`config.mk`:
```
export PLATFORM = sky130hd
export DESIGN_NAME = scms_mode_selector
export DESIGN_NICKNAME = d
export VERILOG_FILES = /design/src/rtl/scms_pkg.sv /design/src/rtl/scms_mode_selector.sv /design/src/rtl/scms_sync.sv
export VERILOG_INCLUDE_DIRS = /design/src /design/src/rtl
export SDC_FILE = /design/constraint.sdc
export NUM_CORES = 1
export LEC_CHECK = 0
export BUFFER_PORTS_ARGS = -buffer_cell sky130_fd_sc_hd__clkbuf_2
export CORE_AREA = 5 5 77 79
export CTS_CLUSTER_DIAMETER = 80
export DETAILED_ROUTE_END_ITERATION = 12
export DIE_AREA = 0 0 82 84
export HOLD_SLACK_MARGIN = 0.03
export PLACE_DENSITY = 0.79
export SYNTH_ARGS = -nofsm -noshare
export SYNTH_HDL_FRONTEND = slang
export SYNTH_SLANG_ARGS = --single-unit
export TNS_END_PERCENT = 30
```
`constraint.sdc`:
```
create_clock -name i_core_clk -period 2.87 [get_ports i_core_clk]
set_clock_uncertainty 0.15 [all_clocks]
set_input_delay 0.4305 -clock i_core_clk [delete_from_list [all_inputs] [get_ports i_core_clk]]
set_output_delay 0.4305 -clock i_core_clk [all_outputs]
set_load 0.02 [all_outputs]
```
`src/rtl/scms_defines.svh`:
```
// Constants for the servo control mode selector.
// Assumes inclusion by bare name from rtl/ sources only.
`ifndef SCMS_DEFINES_SVH
`define SCMS_DEFINES_SVH

// ============================================================
// Control mode parameter codes.
`define SCMS_CODE_PT_S      8'h06
`define SCMS_CODE_PT_T      8'h07
`define SCMS_CODE_PR_S      8'h08
`define SCMS_CODE_PR_T      8'h09
`define SCMS_CODE_S_T       8'h0A
`define SCMS_CODE_PT_PR     8'h0D
`define SCMS_CODE_PT_PR_S   8'h0E
`define SCMS_CODE_PT_PR_T   8'h0F

// ============================================================
// Field layout of the limit enable parameter.
`define SCMS_LIM_SPEED_BIT  0
`define SCMS_LIM_TORQUE_BIT 1

// ============================================================
// Synchroniser vector layout (one bit per pin input).
`define SCMS_SYNC_W         17
`define SCMS_SY_SP          0
`define SCMS_SY_ST          1
`define SCMS_SY_TP          2
`define SCMS_SY_PP          3
`define SCMS_SY_TRIG        4
`define SCMS_SY_SRVON       5
`define SCMS_SY_SPD         6
`define SCMS_SY_TCM         8
`define SCMS_SY_POS         10
`define SCMS_SY_SPARE       16

// ============================================================
// Reset values.
`define SCMS_RST_SRC2       2'h0
`define SCMS_RST_POS6       6'h00

`endif

```
`src/rtl/scms_pkg.sv`:
```
// Types shared by the servo control mode selector.
// Assumes the defines header is compiled alongside.
package scms_pkg;

  // ============================================================
  // Active control mode reported to the drive core.
  typedef enum logic [2:0] {
    SCMS_MODE_NONE   = 3'b000,
    SCMS_MODE_PT     = 3'b001,
    SCMS_MODE_PR     = 3'b010,
    SCMS_MODE_SPEED  = 3'b011,
    SCMS_MODE_TORQUE = 3'b100
  } scms_mode_t;

  // Position command state: holding for a trigger, or moving.
  typedef enum logic [1:0] {
    SCMS_POS_HOLD = 2'b00,
    SCMS_POS_MOVE = 2'b01
  } scms_pos_t;

endpackage

```
`src/rtl/scms_mode_selector.sv`:
```
// Control mode selector: picks the active mode and command sources.
// Assumes switch and select pins are asynchronous to i_core_clk and
// that the mode and limit parameters are static core-domain levels.
`timescale 1ns/10ps
module scms_mode_selector
  import scms_pkg::*;
(
  input  wire logic       i_core_clk,
  input  wire logic       i_arst_n,
  input  wire logic [7:0] i_control_mode_parameter,
  input  wire logic [1:0] i_limit_enable_parameter,
  input  wire logic       i_single_torque_mode,
  input  wire logic       i_zero_torque_variant,
  input  wire logic       i_servo_on,
  input  wire logic       i_speed_pos_switch,
  input  wire logic       i_speed_torque_switch,
  input  wire logic       i_torque_pos_switch,
  input  wire logic       i_pos_table_switch,
  input  wire logic       i_position_trigger,
  input  wire logic [1:0] i_speed_select_inputs,
  input  wire logic [1:0] i_torque_select_inputs,
  input  wire logic [5:0] i_position_select_inputs,
  output scms_mode_t      o_active_mode,
  output logic            o_code_valid,
  output logic            o_motor_hold,
  output logic            o_pos_from_pulses,
  output logic            o_pos_move,
  output logic [5:0]      o_position_preset,
  output logic [1:0]      o_speed_source,
  output logic [1:0]      o_torque_source,
  output logic            o_torque_zero,
  output logic            o_speed_limit_on,
  output logic [1:0]      o_speed_limit_source,
  output logic            o_torque_limit_on,
  output logic [1:0]      o_torque_limit_source
);

`include "scms_defines.svh"

  // ============================================================
  // Decoding helpers.

  // True for every dual or multiple mode code this block serves.
  function automatic logic is_dual(input logic [7:0] code);
    case (code)
      `SCMS_CODE_PT_S, `SCMS_CODE_PT_T, `SCMS_CODE_PR_S,
      `SCMS_CODE_PR_T, `SCMS_CODE_S_T, `SCMS_CODE_PT_PR,
      `SCMS_CODE_PT_PR_S, `SCMS_CODE_PT_PR_T: is_dual = 1'b1;
      default: is_dual = 1'b0;
    endcase
  endfunction

  // Position flavour picked by the table switch in multiple modes.
  function automatic scms_mode_t pos_pick(input logic table_sel);
    pos_pick = table_sel ? SCMS_MODE_PR : SCMS_MODE_PT;
  endfunction

  // ============================================================
  // Input synchronisation.
  logic [`SCMS_SYNC_W-1:0] raw;  // Pin bundle before crossing.
  logic [`SCMS_SYNC_W-1:0] st;   // Filtered core-domain copy.

  assign raw = {1'b0, i_position_select_inputs, i_torque_select_inputs,
                i_speed_select_inputs, i_servo_on, i_position_trigger,
                i_pos_table_switch, i_torque_pos_switch,
                i_speed_torque_switch, i_speed_pos_switch};

  // Every mode, select and trigger pin crosses here.
  scms_sync #(.W (`SCMS_SYNC_W)) u_sync (
    .i_core_clk (i_core_clk),
    .i_arst_n   (i_arst_n),
    .i_async    (raw),
    .o_stable   (st)
  );

  logic       sp_sw;     // Speed/position switch, active high.
  logic       stq_sw;    // Speed/torque switch, active high.
  logic       tp_sw;     // Torque/position switch, active high.
  logic       tbl_sw;    // Pulse-train or table position choice.
  logic       trig;      // Synchronised position trigger.
  logic       srv_on;    // Synchronised servo-on level.
  logic [1:0] spd_sel;   // Speed select inputs.
  logic [1:0] tcm_sel;   // Torque select inputs.
  logic [5:0] pos_sel;   // Position select inputs.
  logic       trig_d;    // Trigger one sample earlier.
  logic       trig_rise; // Single-cycle rising edge of the trigger.

  assign sp_sw   = st[`SCMS_SY_SP];
  assign stq_sw  = st[`SCMS_SY_ST];
  assign tp_sw   = st[`SCMS_SY_TP];
  assign tbl_sw  = st[`SCMS_SY_PP];
  assign trig    = st[`SCMS_SY_TRIG];
  assign srv_on  = st[`SCMS_SY_SRVON];
  assign spd_sel = st[`SCMS_SY_SPD +: 2];
  assign tcm_sel = st[`SCMS_SY_TCM +: 2];
  assign pos_sel = st[`SCMS_SY_POS +: 6];

  // Edge detector works on filtered samples only, never stage one.
  always_ff @(posedge i_core_clk or negedge i_arst_n) begin
    if (!i_arst_n) begin
      trig_d <= 1'b0;
    end else begin
      trig_d <= trig;
    end
  end

  assign trig_rise = trig & ~trig_d;

  // ============================================================
  // Mode decode.
  scms_mode_t next_mode;  // Mode the switches ask for now.
  logic       dual;       // Code is one of the served codes.
  logic       tz_ok;      // Zero-torque variant is honoured.

  assign dual = is_dual(i_control_mode_parameter);
  // Zero variants never combine with a dual code.
  assign tz_ok = i_zero_torque_variant & ~dual & i_single_torque_mode;

  // Switch levels map straight onto a mode, so every return to speed
  // or torque takes effect on the next edge.
  always_comb begin
    next_mode = SCMS_MODE_NONE;
    case (i_control_mode_parameter)
      `SCMS_CODE_PT_S: begin
        next_mode = sp_sw ? SCMS_MODE_SPEED : SCMS_MODE_PT;
      end
      `SCMS_CODE_PR_S: begin
        next_mode = sp_sw ? SCMS_MODE_SPEED : SCMS_MODE_PR;
      end
      `SCMS_CODE_PT_T: begin
        next_mode = tp_sw ? SCMS_MODE_TORQUE : SCMS_MODE_PT;
      end
      `SCMS_CODE_PR_T: begin
        next_mode = tp_sw ? SCMS_MODE_TORQUE : SCMS_MODE_PR;
      end
      `SCMS_CODE_S_T: begin
        // Torque while the switch is on, speed otherwise.
        next_mode = stq_sw ? SCMS_MODE_TORQUE
                           : SCMS_MODE_SPEED;
      end
      `SCMS_CODE_PT_PR: begin
        next_mode = pos_pick(tbl_sw);
      end
      `SCMS_CODE_PT_PR_S: begin
        next_mode = sp_sw ? SCMS_MODE_SPEED : pos_pick(tbl_sw);
      end
      `SCMS_CODE_PT_PR_T: begin
        next_mode = tp_sw ? SCMS_MODE_TORQUE : pos_pick(tbl_sw);
      end
      default: begin
        // Single torque mode is passed through so its zero variant
        // can act; every other single mode is outside this block.
        next_mode = i_single_torque_mode ? SCMS_MODE_TORQUE
                                         : SCMS_MODE_NONE;
      end
    endcase
  end

  logic is_pos_next;  // Requested mode is a position mode.
  logic is_pos_now;   // Current mode is a position mode.
  assign is_pos_next = next_mode inside {SCMS_MODE_PT, SCMS_MODE_PR};
  assign is_pos_now  = o_active_mode inside {SCMS_MODE_PT, SCMS_MODE_PR};

  // Registered mode and code validity.
  always_ff @(posedge i_core_clk or negedge i_arst_n) begin
    if (!i_arst_n) begin
      o_active_mode <= SCMS_MODE_NONE;
      o_code_valid  <= 1'b0;
    end else begin
      o_active_mode <= next_mode;
      o_code_valid  <= dual;
    end
  end

  // ============================================================
  // Position command sequencing.
  scms_pos_t pos_state;  // Hold or move.

  // Entering a position mode from elsewhere drops the command and
  // holds the motor; the trigger is only heard in a position mode.
  always_ff @(posedge i_core_clk or negedge i_arst_n) begin
    if (!i_arst_n) begin
      pos_state         <= SCMS_POS_HOLD;
      o_position_preset <= `SCMS_RST_POS6;
    end else begin
      case (pos_state)
        SCMS_POS_HOLD: begin
          if (is_pos_next && is_pos_now && trig_rise) begin
            pos_state         <= SCMS_POS_MOVE;
            o_position_preset <= pos_sel;
          end
        end
        SCMS_POS_MOVE: begin
          if (!is_pos_next) begin
            pos_state <= SCMS_POS_HOLD;
          end else if (trig_rise) begin
            o_position_preset <= pos_sel;
          end
        end
        default: begin
          pos_state <= SCMS_POS_HOLD;
        end
      endcase
    end
  end

  // Hold is shown in position modes until a trigger has been taken.
  assign o_motor_hold = is_pos_now && (pos_state == SCMS_POS_HOLD);
  assign o_pos_move   = is_pos_now && (pos_state == SCMS_POS_MOVE);
  // Pulse-train mode follows pulses, table mode the presets.
  assign o_pos_from_pulses = (o_active_mode == SCMS_MODE_PT);

  // ============================================================
  // Command source selection.
  logic       tq_mode;  // Torque mode is active.
  logic       sp_mode;  // Speed mode is active.

  assign tq_mode = (o_active_mode == SCMS_MODE_TORQUE);
  assign sp_mode = (o_active_mode == SCMS_MODE_SPEED);

  // Speed source: zero means analog input, else a preset index.
  always_ff @(posedge i_core_clk or negedge i_arst_n) begin
    if (!i_arst_n) begin
      o_speed_source <= `SCMS_RST_SRC2;
    end else begin
      o_speed_source <= spd_sel;
    end
  end

  // Torque source follows the selects only once the servo is on;
  // before that the analog choice stands. A changed select takes
  // effect on the edge after it settles.
  always_ff @(posedge i_core_clk or negedge i_arst_n) begin
    if (!i_arst_n) begin
      o_torque_source <= `SCMS_RST_SRC2;
    end else if (srv_on) begin
      o_torque_source <= tcm_sel;
    end else begin
      o_torque_source <= `SCMS_RST_SRC2;
    end
  end

  // First torque choice is zero only in the zero-torque variant.
  assign o_torque_zero = tq_mode && tz_ok &&
                         (o_torque_source == 2'h0);

  // ============================================================
  // Limits. Sources mirror the command selects; a limit whose enable
  // is clear reports analog and off; a wrong mode only turns it off.
  logic spd_lim_en;  // Speed limit enable bit.
  logic tq_lim_en;   // Torque limit enable bit.

  assign spd_lim_en = i_limit_enable_parameter[`SCMS_LIM_SPEED_BIT];
  assign tq_lim_en  = i_limit_enable_parameter[`SCMS_LIM_TORQUE_BIT];

  // Speed limit only in torque mode.
  always_ff @(posedge i_core_clk or negedge i_arst_n) begin
    if (!i_arst_n) begin
      o_speed_limit_on     <= 1'b0;
      o_speed_limit_source <= `SCMS_RST_SRC2;
    end else begin
      o_speed_limit_on     <= (next_mode == SCMS_MODE_TORQUE)
                              && spd_lim_en;
      o_speed_limit_source <= spd_lim_en ? spd_sel
                              : `SCMS_RST_SRC2;
    end
  end

  // Torque limit only in position and speed modes.
  always_ff @(posedge i_core_clk or negedge i_arst_n) begin
    if (!i_arst_n) begin
      o_torque_limit_on     <= 1'b0;
      o_torque_limit_source <= `SCMS_RST_SRC2;
    end else begin
      o_torque_limit_on     <= (is_pos_next ||
                                next_mode == SCMS_MODE_SPEED)
                               && tq_lim_en;
      o_torque_limit_source <= tq_lim_en ? tcm_sel
                               : `SCMS_RST_SRC2;
    end
  end

  // ============================================================
  // Checks.
  speed_sw_follow_a: assert property (
    @(posedge i_core_clk) disable iff (!i_arst_n)
    (i_control_mode_parameter == `SCMS_CODE_PT_S && sp_sw)
    |=> o_active_mode == SCMS_MODE_SPEED)
    else $error("Speed mode not entered on switch.");
  torque_sw_follow_a: assert property (
    @(posedge i_core_clk) disable iff (!i_arst_n)
    (i_control_mode_parameter == `SCMS_CODE_S_T && $stable(
     i_control_mode_parameter) && stq_sw)
    |=> o_active_mode == SCMS_MODE_TORQUE)
    else $error("Torque mode not entered on switch.");
  hold_on_entry_a: assert property (
    @(posedge i_core_clk) disable iff (!i_arst_n)
    (!is_pos_now && is_pos_next) |=> o_motor_hold)
    else $error("Motor not held on position entry.");
  trig_latch_a: assert property (
    @(posedge i_core_clk) disable iff (!i_arst_n)
    (is_pos_now && is_pos_next && trig_rise)
    |=> o_pos_move && o_position_preset == $past(pos_sel))
    else $error("Trigger did not latch position.");
  trig_ignored_a: assert property (
    @(posedge i_core_clk) disable iff (!i_arst_n)
    (!is_pos_now && !is_pos_next) ##1 !is_pos_now
    |-> $stable(o_position_preset))
    else $error("Preset moved outside position mode.");
  spd_lim_mode_a: assert property (
    @(posedge i_core_clk) disable iff (!i_arst_n)
    o_speed_limit_on |-> $past(next_mode) == SCMS_MODE_TORQUE)
    else $error("Speed limit outside torque mode.");
  tq_lim_en_a: assert property (
    @(posedge i_core_clk) disable iff (!i_arst_n)
    !$past(tq_lim_en) |-> !o_torque_limit_on &&
    o_torque_limit_source == 2'h0)
    else $error("Torque limit acted while disabled.");
  servo_gate_a: assert property (
    @(posedge i_core_clk) disable iff (!i_arst_n)
    !$past(srv_on) |-> o_torque_source == 2'h0)
    else $error("Torque select applied before servo on.");
  // Pulses may only drive the position from a code that offers them.
  pulse_src_a: assert property (
    @(posedge i_core_clk) disable iff (!i_arst_n)
    o_pos_from_pulses |-> $past(dual) && !($past(i_control_mode_parameter)
    inside {`SCMS_CODE_PR_S, `SCMS_CODE_PR_T, `SCMS_CODE_S_T}))
    else $error("Pulse source outside pulse-train mode.");
  cov_pos_move_c: cover property (
    @(posedge i_core_clk) disable iff (!i_arst_n)
    o_motor_hold ##[1:50] o_pos_move);
  cov_st_swap_c: cover property (
    @(posedge i_core_clk) disable iff (!i_arst_n)
    sp_mode ##[1:50] tq_mode);
  cov_limits_c: cover property (
    @(posedge i_core_clk) disable iff (!i_arst_n)
    o_speed_limit_on ##[1:50] o_torque_limit_on);

endmodule

```
`src/rtl/scms_sync.sv`:
```
// Three-stage synchroniser with agreement filter.
// Assumes asynchronous inputs and a single core clock.
`timescale 1ns/10ps
module scms_sync #(
  parameter int W = 1
) (
  input  wire logic         i_core_clk,
  input  wire logic         i_arst_n,
  input  wire logic [W-1:0] i_async,
  output logic      [W-1:0] o_stable
);

  // ============================================================
  // Stages; the first is read only by the second.
  logic [W-1:0] s1;  // First stage, metastability catcher.
  logic [W-1:0] s2;  // Second stage.
  logic [W-1:0] s3;  // Third stage.

  // Shift chain.
  always_ff @(posedge i_core_clk or negedge i_arst_n) begin
    if (!i_arst_n) begin
      s1 <= '0;
      s2 <= '0;
      s3 <= '0;
    end else begin
      s1 <= i_async;
      s2 <= s1;
      s3 <= s2;
    end
  end

  // A bit takes its new value only once stages two and three agree.
  always_ff @(posedge i_core_clk or negedge i_arst_n) begin
    if (!i_arst_n) begin
      o_stable <= '0;
    end else begin
      for (int b = 0; b < W; b++) begin
        if (s2[b] == s3[b]) begin
          o_stable[b] <= s3[b];
        end
      end
    end
  end

endmodule

```
# Word-level counts from Yosys, hierarchy flattened
# Memories as Yosys holds them, arrays and structs flattened.
# Cells that the tools add are included.
[op_classes] n_eq_ne=36 muxes=21 n_bitwise=5 reduce_logical=17
[ops] cell="8-bit by 4-bit equality test with 1-bit output, second input constant" n=6
[ops] cell="3-bit one-hot mux with 8 select lines" n=1
[ops] cell="3-bit 2-to-1 mux" n=6
[ops] cell="6-bit 2-to-1 mux" n=3
[ops] cell="1-bit equality test" n=16
[ops] cell="8-bit by 3-bit equality test with 1-bit output, second input constant" n=2
[ops] cell="2-bit 2-to-1 mux" n=7
[ops] cell="6-bit one-hot mux with 2 select lines" n=1
[ops] cell="3-bit by 2-bit equality test with 1-bit output, second input constant" n=3
[ops] cell="1-bit logical AND" n=8
[ops] cell="2-bit != test, second input constant" n=4
[ops] cell="3-bit by 1-bit equality test with 1-bit output, second input constant" n=2
[ops] cell="3-bit equality test, second input constant" n=2
[ops] cell="2-bit nonzero test" n=3
[ops] cell="2-bit logical NOT" n=2
[ops] cell="4-bit logical NOT" n=1
[ops] cell="2-bit one-hot mux with 2 select lines" n=1
[ops] cell="4-bit AND reduction" n=1
[ops] cell="1-bit bitwise AND" n=3
[ops] cell="2-bit by 1-bit equality test with 1-bit output, second input constant" n=1
[ops] cell="1-bit 2-to-1 mux" n=2
[ops] cell="1-bit NOT" n=2
[ops] cell="2-bit AND reduction" n=1
[ops] cell="1-bit logical OR" n=1
[totals] reg_bits=87 mem_bits_ro=16 inputBits=30 elab_cells=110 mem_count=1
[mem_list] memory="(no name shown)" words=16 word_bits=1 rd=1 rd_ports_with_merged_regs=0 wr=0 line_no="scms_mode_selector.sv:45" source="case (code)"

# Depth between registers and ports, before layout
[logic_depth] depth_word=9 ltp_mapped=6 ltp_nobuf=5

# Cells and area by module
# Synthesis repeated with hierarchy kept, for this count alone.
[hier_totals] hier_cells=167 area_unflattened_um2=2907.8
[modules_own_cells] module="scms_sync" n_inst=1 cells_each=85 area_per_inst_um2=1893.1 seq_area_each_um2=1701.6
[modules_own_cells] module="scms_mode_selector" n_inst=1 cells_each=82 area_per_inst_um2=1014.7 seq_area_each_um2=550.5

# Worst setup path after synthesis
# OpenSTA, ideal clock, no wires.
[synth_path] path_type="input-to-output" start="input i_control_mode_parameter[3]" end="output o_torque_zero" t_arrival_ps=1751 required_ps=2289 slack_ps=538 stages=5 path_cell_list="buf_4 > or3b_4 > a31oi_1 > nand2b_1 > nor4_1"
[synth_between] elab_chain_len=7
[synth_lines] element="start: declaration" line_no="scms_mode_selector.sv:10" source="input wire logic [7:0] i_control_mode_parameter,"
[synth_lines] element="memory read 16 x 1 bit"
[synth_lines] element="1-bit 2-to-1 mux" line_no="scms_mode_selector.sv:45"
[synth_lines] element="net dual" line_no="scms_mode_selector.sv:112" source="logic dual;"
[synth_lines] element="1-bit NOT" line_no="scms_mode_selector.sv:117" source="assign tz_ok = i_zero_torque_variant & ~dual & i_single_torque_mode;"
[synth_lines] element="1-bit bitwise AND (2 in a row)" line_no="scms_mode_selector.sv:117"
[synth_lines] element="1-bit logical AND (2 in a row)" line_no="scms_mode_selector.sv:244" source="assign o_torque_zero = tq_mode && tz_ok &&"
[synth_lines] element="end: declaration" line_no="scms_mode_selector.sv:31" source="output logic o_torque_zero,"
# The timed path passes the listed nets, and every way through them passes these cells.

# Final worst setup path
[layout_path] start="input i_control_mode_parameter[5]" end="output o_torque_zero"
[layout_between] elab_chain_len=7
[layout_lines] element="4-bit logical NOT" line_no="scms_mode_selector.sv:45"
[layout_lines] element="1-bit 2-to-1 mux" line_no="scms_mode_selector.sv:45"
[layout_lines] element="net dual" line_no="scms_mode_selector.sv:112"
[layout_lines] element="1-bit NOT" line_no="scms_mode_selector.sv:117"
[layout_lines] element="1-bit bitwise AND (2 in a row)" line_no="scms_mode_selector.sv:117"
[layout_lines] element="1-bit logical AND (2 in a row)" line_no="scms_mode_selector.sv:244"
# The timed path passes the listed nets, and every way through them passes these cells.

==> out/qor.csv <==
metric,value,unit
Die Area,6888,um2
TritonCTS clock tree,built,
Post-DRT Antenna Nets,0,
drt first pass iters,4,
Post-Place Setup Slack,0.4417,ns
Starting Density,53.44,%
Area contributors post-synth,"dfrtp_1, maj3_1, mux2_4",
core area,5270,um2
global-route wire length before repair,7.893,mm
Detailed Route WL,4.520,mm
postcts setup bufs,0,
grt ovf,0,
Max VDD drop,0.4985,mV
DRC,0,
post-route setup TNS,0,ns
CTS Sinks,86,
CTS buffer count,9,
Setup WS post-layout,0.5197,ns
worst r2r src,u_sync.o_stable[3],
sequential-to-total area share from yosys stat,76.41,%
Vias/cell,4.907,
status,finished clean,
height of the die,84,um
CP startpoint,i_control_mode_parameter[5],
YS warnings,0,
gr usage total,15.38,%
worst-path cell chain,"clkbuf_2, or4_4, a31oi_1, nand2b_1, nor4_1, clkbuf_2",
"Clk Latency, worst-skew pair",0.34,ns
CTS root buf,clkbuf_8,
"Clk pin slew, worst setup/hold paths",0.07,ns
fmax,425.5,MHz
num rows,27,
most frequent CP cell,clkbuf_2,
mapped cell area,2816,um2
Synthesized Nets,197,
Finished Cell Area,3426,um2
Pwr Density,678.1,nW/um2
cell area after placement,3143,um2
Period minus WS final,2.350,ns
Worst Setup Start Kind,input pin,
"Avg Cell Area, Syn",16.86,um2
slowest CP cell,or4_4,
GPL Wtd Cong,0.8638,
vias in the first global route,1655,
largest net degree at the start of global routing,87,
"Area growth, synth to finish",21.63,%
n_diodes,0,
Worst Setup End Kind,output pin,
Hold Slack,0.04760,ns
clock tree buffer depth,2,
period utilization,81.89,%
Max Cap Viol,0,
final slew viol count,0,
Mapped Cells,167,
Port Buf Inserts,53,
layout cells sized above 1,33.05,%
RSZ-0062 raised after global routing,false,
"Setup violations, final",0,
Worst-Margin Slew,1.011,ns
Rel. slew slack,32.58,%
placed insts,288,
CP Data Required Time,2.29,ns
HP Class,in2reg,
WL/cell,14.53,um
Multi-input gate area,625.6,um2
CP Class,in2out,
Yosys cell types,35,
final hold viol count,0,
Synth area leader,dfrtp_1,
# IOs,54,
Worst Path Arrival,1.77,ns
area taken by flip-flops and latches,2152,um2
Die X,82,um
Pleak,1.627,nW
cts repair resizes,0,
depth of the CTS H-tree,3,
initial antenna violation count,0,
register bit total from synthesis,86,
Via Count,1526,
First DRT Iteration DRCs,78,
dpl hpwl,3.075,mm
CP max stage delay,0.57,ns
Post-Layout Cell Count,311,
Yosys top cell area share,76.41,%
Crit Path Max Fanout,5,
worst hold start,i_position_select_inputs[1],
nets,265,
# fillers,395,
## report_power, final
part	internal (mW)	total (mW)	leakage (nW)	switching, mW
sequential	1.28	1.32	1.04	0.0402
clock	0.481	0.857	0.106	0.376
combinational	0.0641	0.144	0.484	0.0802
## cells by family (layout without fill, tap and decap cells)
group                      Yosys count  in the layout  share of synthesized area (%)
adders and majority gates           16             16                          5.686
DFF                                 86             86                          76.41
AOI/OAI and AO/OA                   17             17                          4.531
muxes                                6              6                          3.199
buffers and inverters                6             78                          1.377
and+or+nand+nor                     35             35                          8.485
xor gates and xnor gates             1              1                         0.3110
## synthesized netlist by cell type, drive strengths merged
| library cell | n |
|---|---|
| o21bai | 1 |
| nand3 | 1 |
| nor2b | 1 |
| nor2 | 2 |
| a32oi | 1 |
| dfrtp | 86 |
| a21oi | 3 |
| and3 | 1 |
| nor3 | 2 |
| a31oi | 2 |
| and2b | 1 |
| nand2 | 4 |
| o21ai | 5 |
| buf | 4 |
| or3b | 1 |
| mux2 | 6 |
| a41o | 1 |
| a311o | 1 |
| nor3b | 4 |
| and4b | 1 |
| a41oi | 2 |
| xnor2 | 1 |
| nand3b | 1 |
| and2 | 8 |
| a211oi | 1 |
| nand2b | 4 |
| maj3 | 16 |
| or4 | 1 |
| inv | 2 |
| or4bb | 1 |
| nand4b | 1 |
| nor4 | 1 |
## worst max-delay path: cells and delay by family
family / cells / cell delay (ns)
and+or+nand+nor: 3 / 0.80
AOI/OAI and AO/OA: 1 / 0.30
buffers and inverters: 2 / 0.24
## flip-flops by register name, indices dropped and copies added (netlist names), 2 cells and up
name / flops
u_sync.o_stable: 16
u_sync.s1: 16
u_sync.s2: 16
u_sync.s3: 16
o_position_preset: 6
o_active_mode: 3
o_speed_limit_source: 2
o_speed_source: 2
o_torque_limit_source: 2
o_torque_source: 2
## worst paths after layout
path | end | slack, ns | cells after the start
max | o_torque_zero | 0.52 | 6
min | u_sync.s1[11] | 0.05 | 1
max reg2reg | o_position_preset[1] | 0.83 | 5
min reg2reg | u_sync.s2[8] | 0.20 | 0
max in group asynchronous | o_speed_source[1] | 1.81 | 1
min in group asynchronous | u_sync.s1[15] | 0.12 | 1
## final cells by class
type	count	share of cell area (%)
Clock buffer	10	3.725
Clock inverter	5	2.191
Inverter	2	0.2191
Multi-Input combinational cell	75	18.26
Sequential cell	86	62.82
Tap cell	72	2.630
Timing Repair Buffer	61	10.15
## routing by layer
metal  up-vias  GRT usage, %  routed length, um  part of all wire [%]
met2        43         22.85               2287                    51
met5         -             0                  0                     0
met3         7         4.212                276                   6.1
met1       765         20.80               1883                    42
li1        711             -                  -                     -
met4         0         7.402                 72                   1.6
## stage by stage
step                      util, %  total power, mW
after floorplan                 -            1.407
after global placement      59.64            1.474
after detailed placement    59.64            1.485
after CTS                   64.62            2.352
after global routing        65.00            2.432
final                       65.00            2.323
## repair_timing
action | in CTS | in global routing
hold buffers | 6 | 2
endpoints found under the hold margin | 6 | 2
setup endpoints to repair | 0 | 0
## cells in the final DEF, fill, tap and decap left out, drive strengths merged, types with 2 or more instances in the layout
cell / netlist / final
a21oi: 3 / 3
mux2: 6 / 6
clkinv: 0 / 3
clkbuf: 0 / 62
o21ai: 5 / 5
nand2: 4 / 4
maj3: 16 / 16
nand2b: 4 / 4
bufinv: 0 / 2
inv: 2 / 2
a41oi: 2 / 2
dfrtp: 86 / 86
nor3: 2 / 2
and2: 8 / 8
nor2: 2 / 2
a31oi: 2 / 2
dlygate4sd3: 0 / 8
nor3b: 4 / 4
No activity file was read; power rests on OpenSTA's default activity.
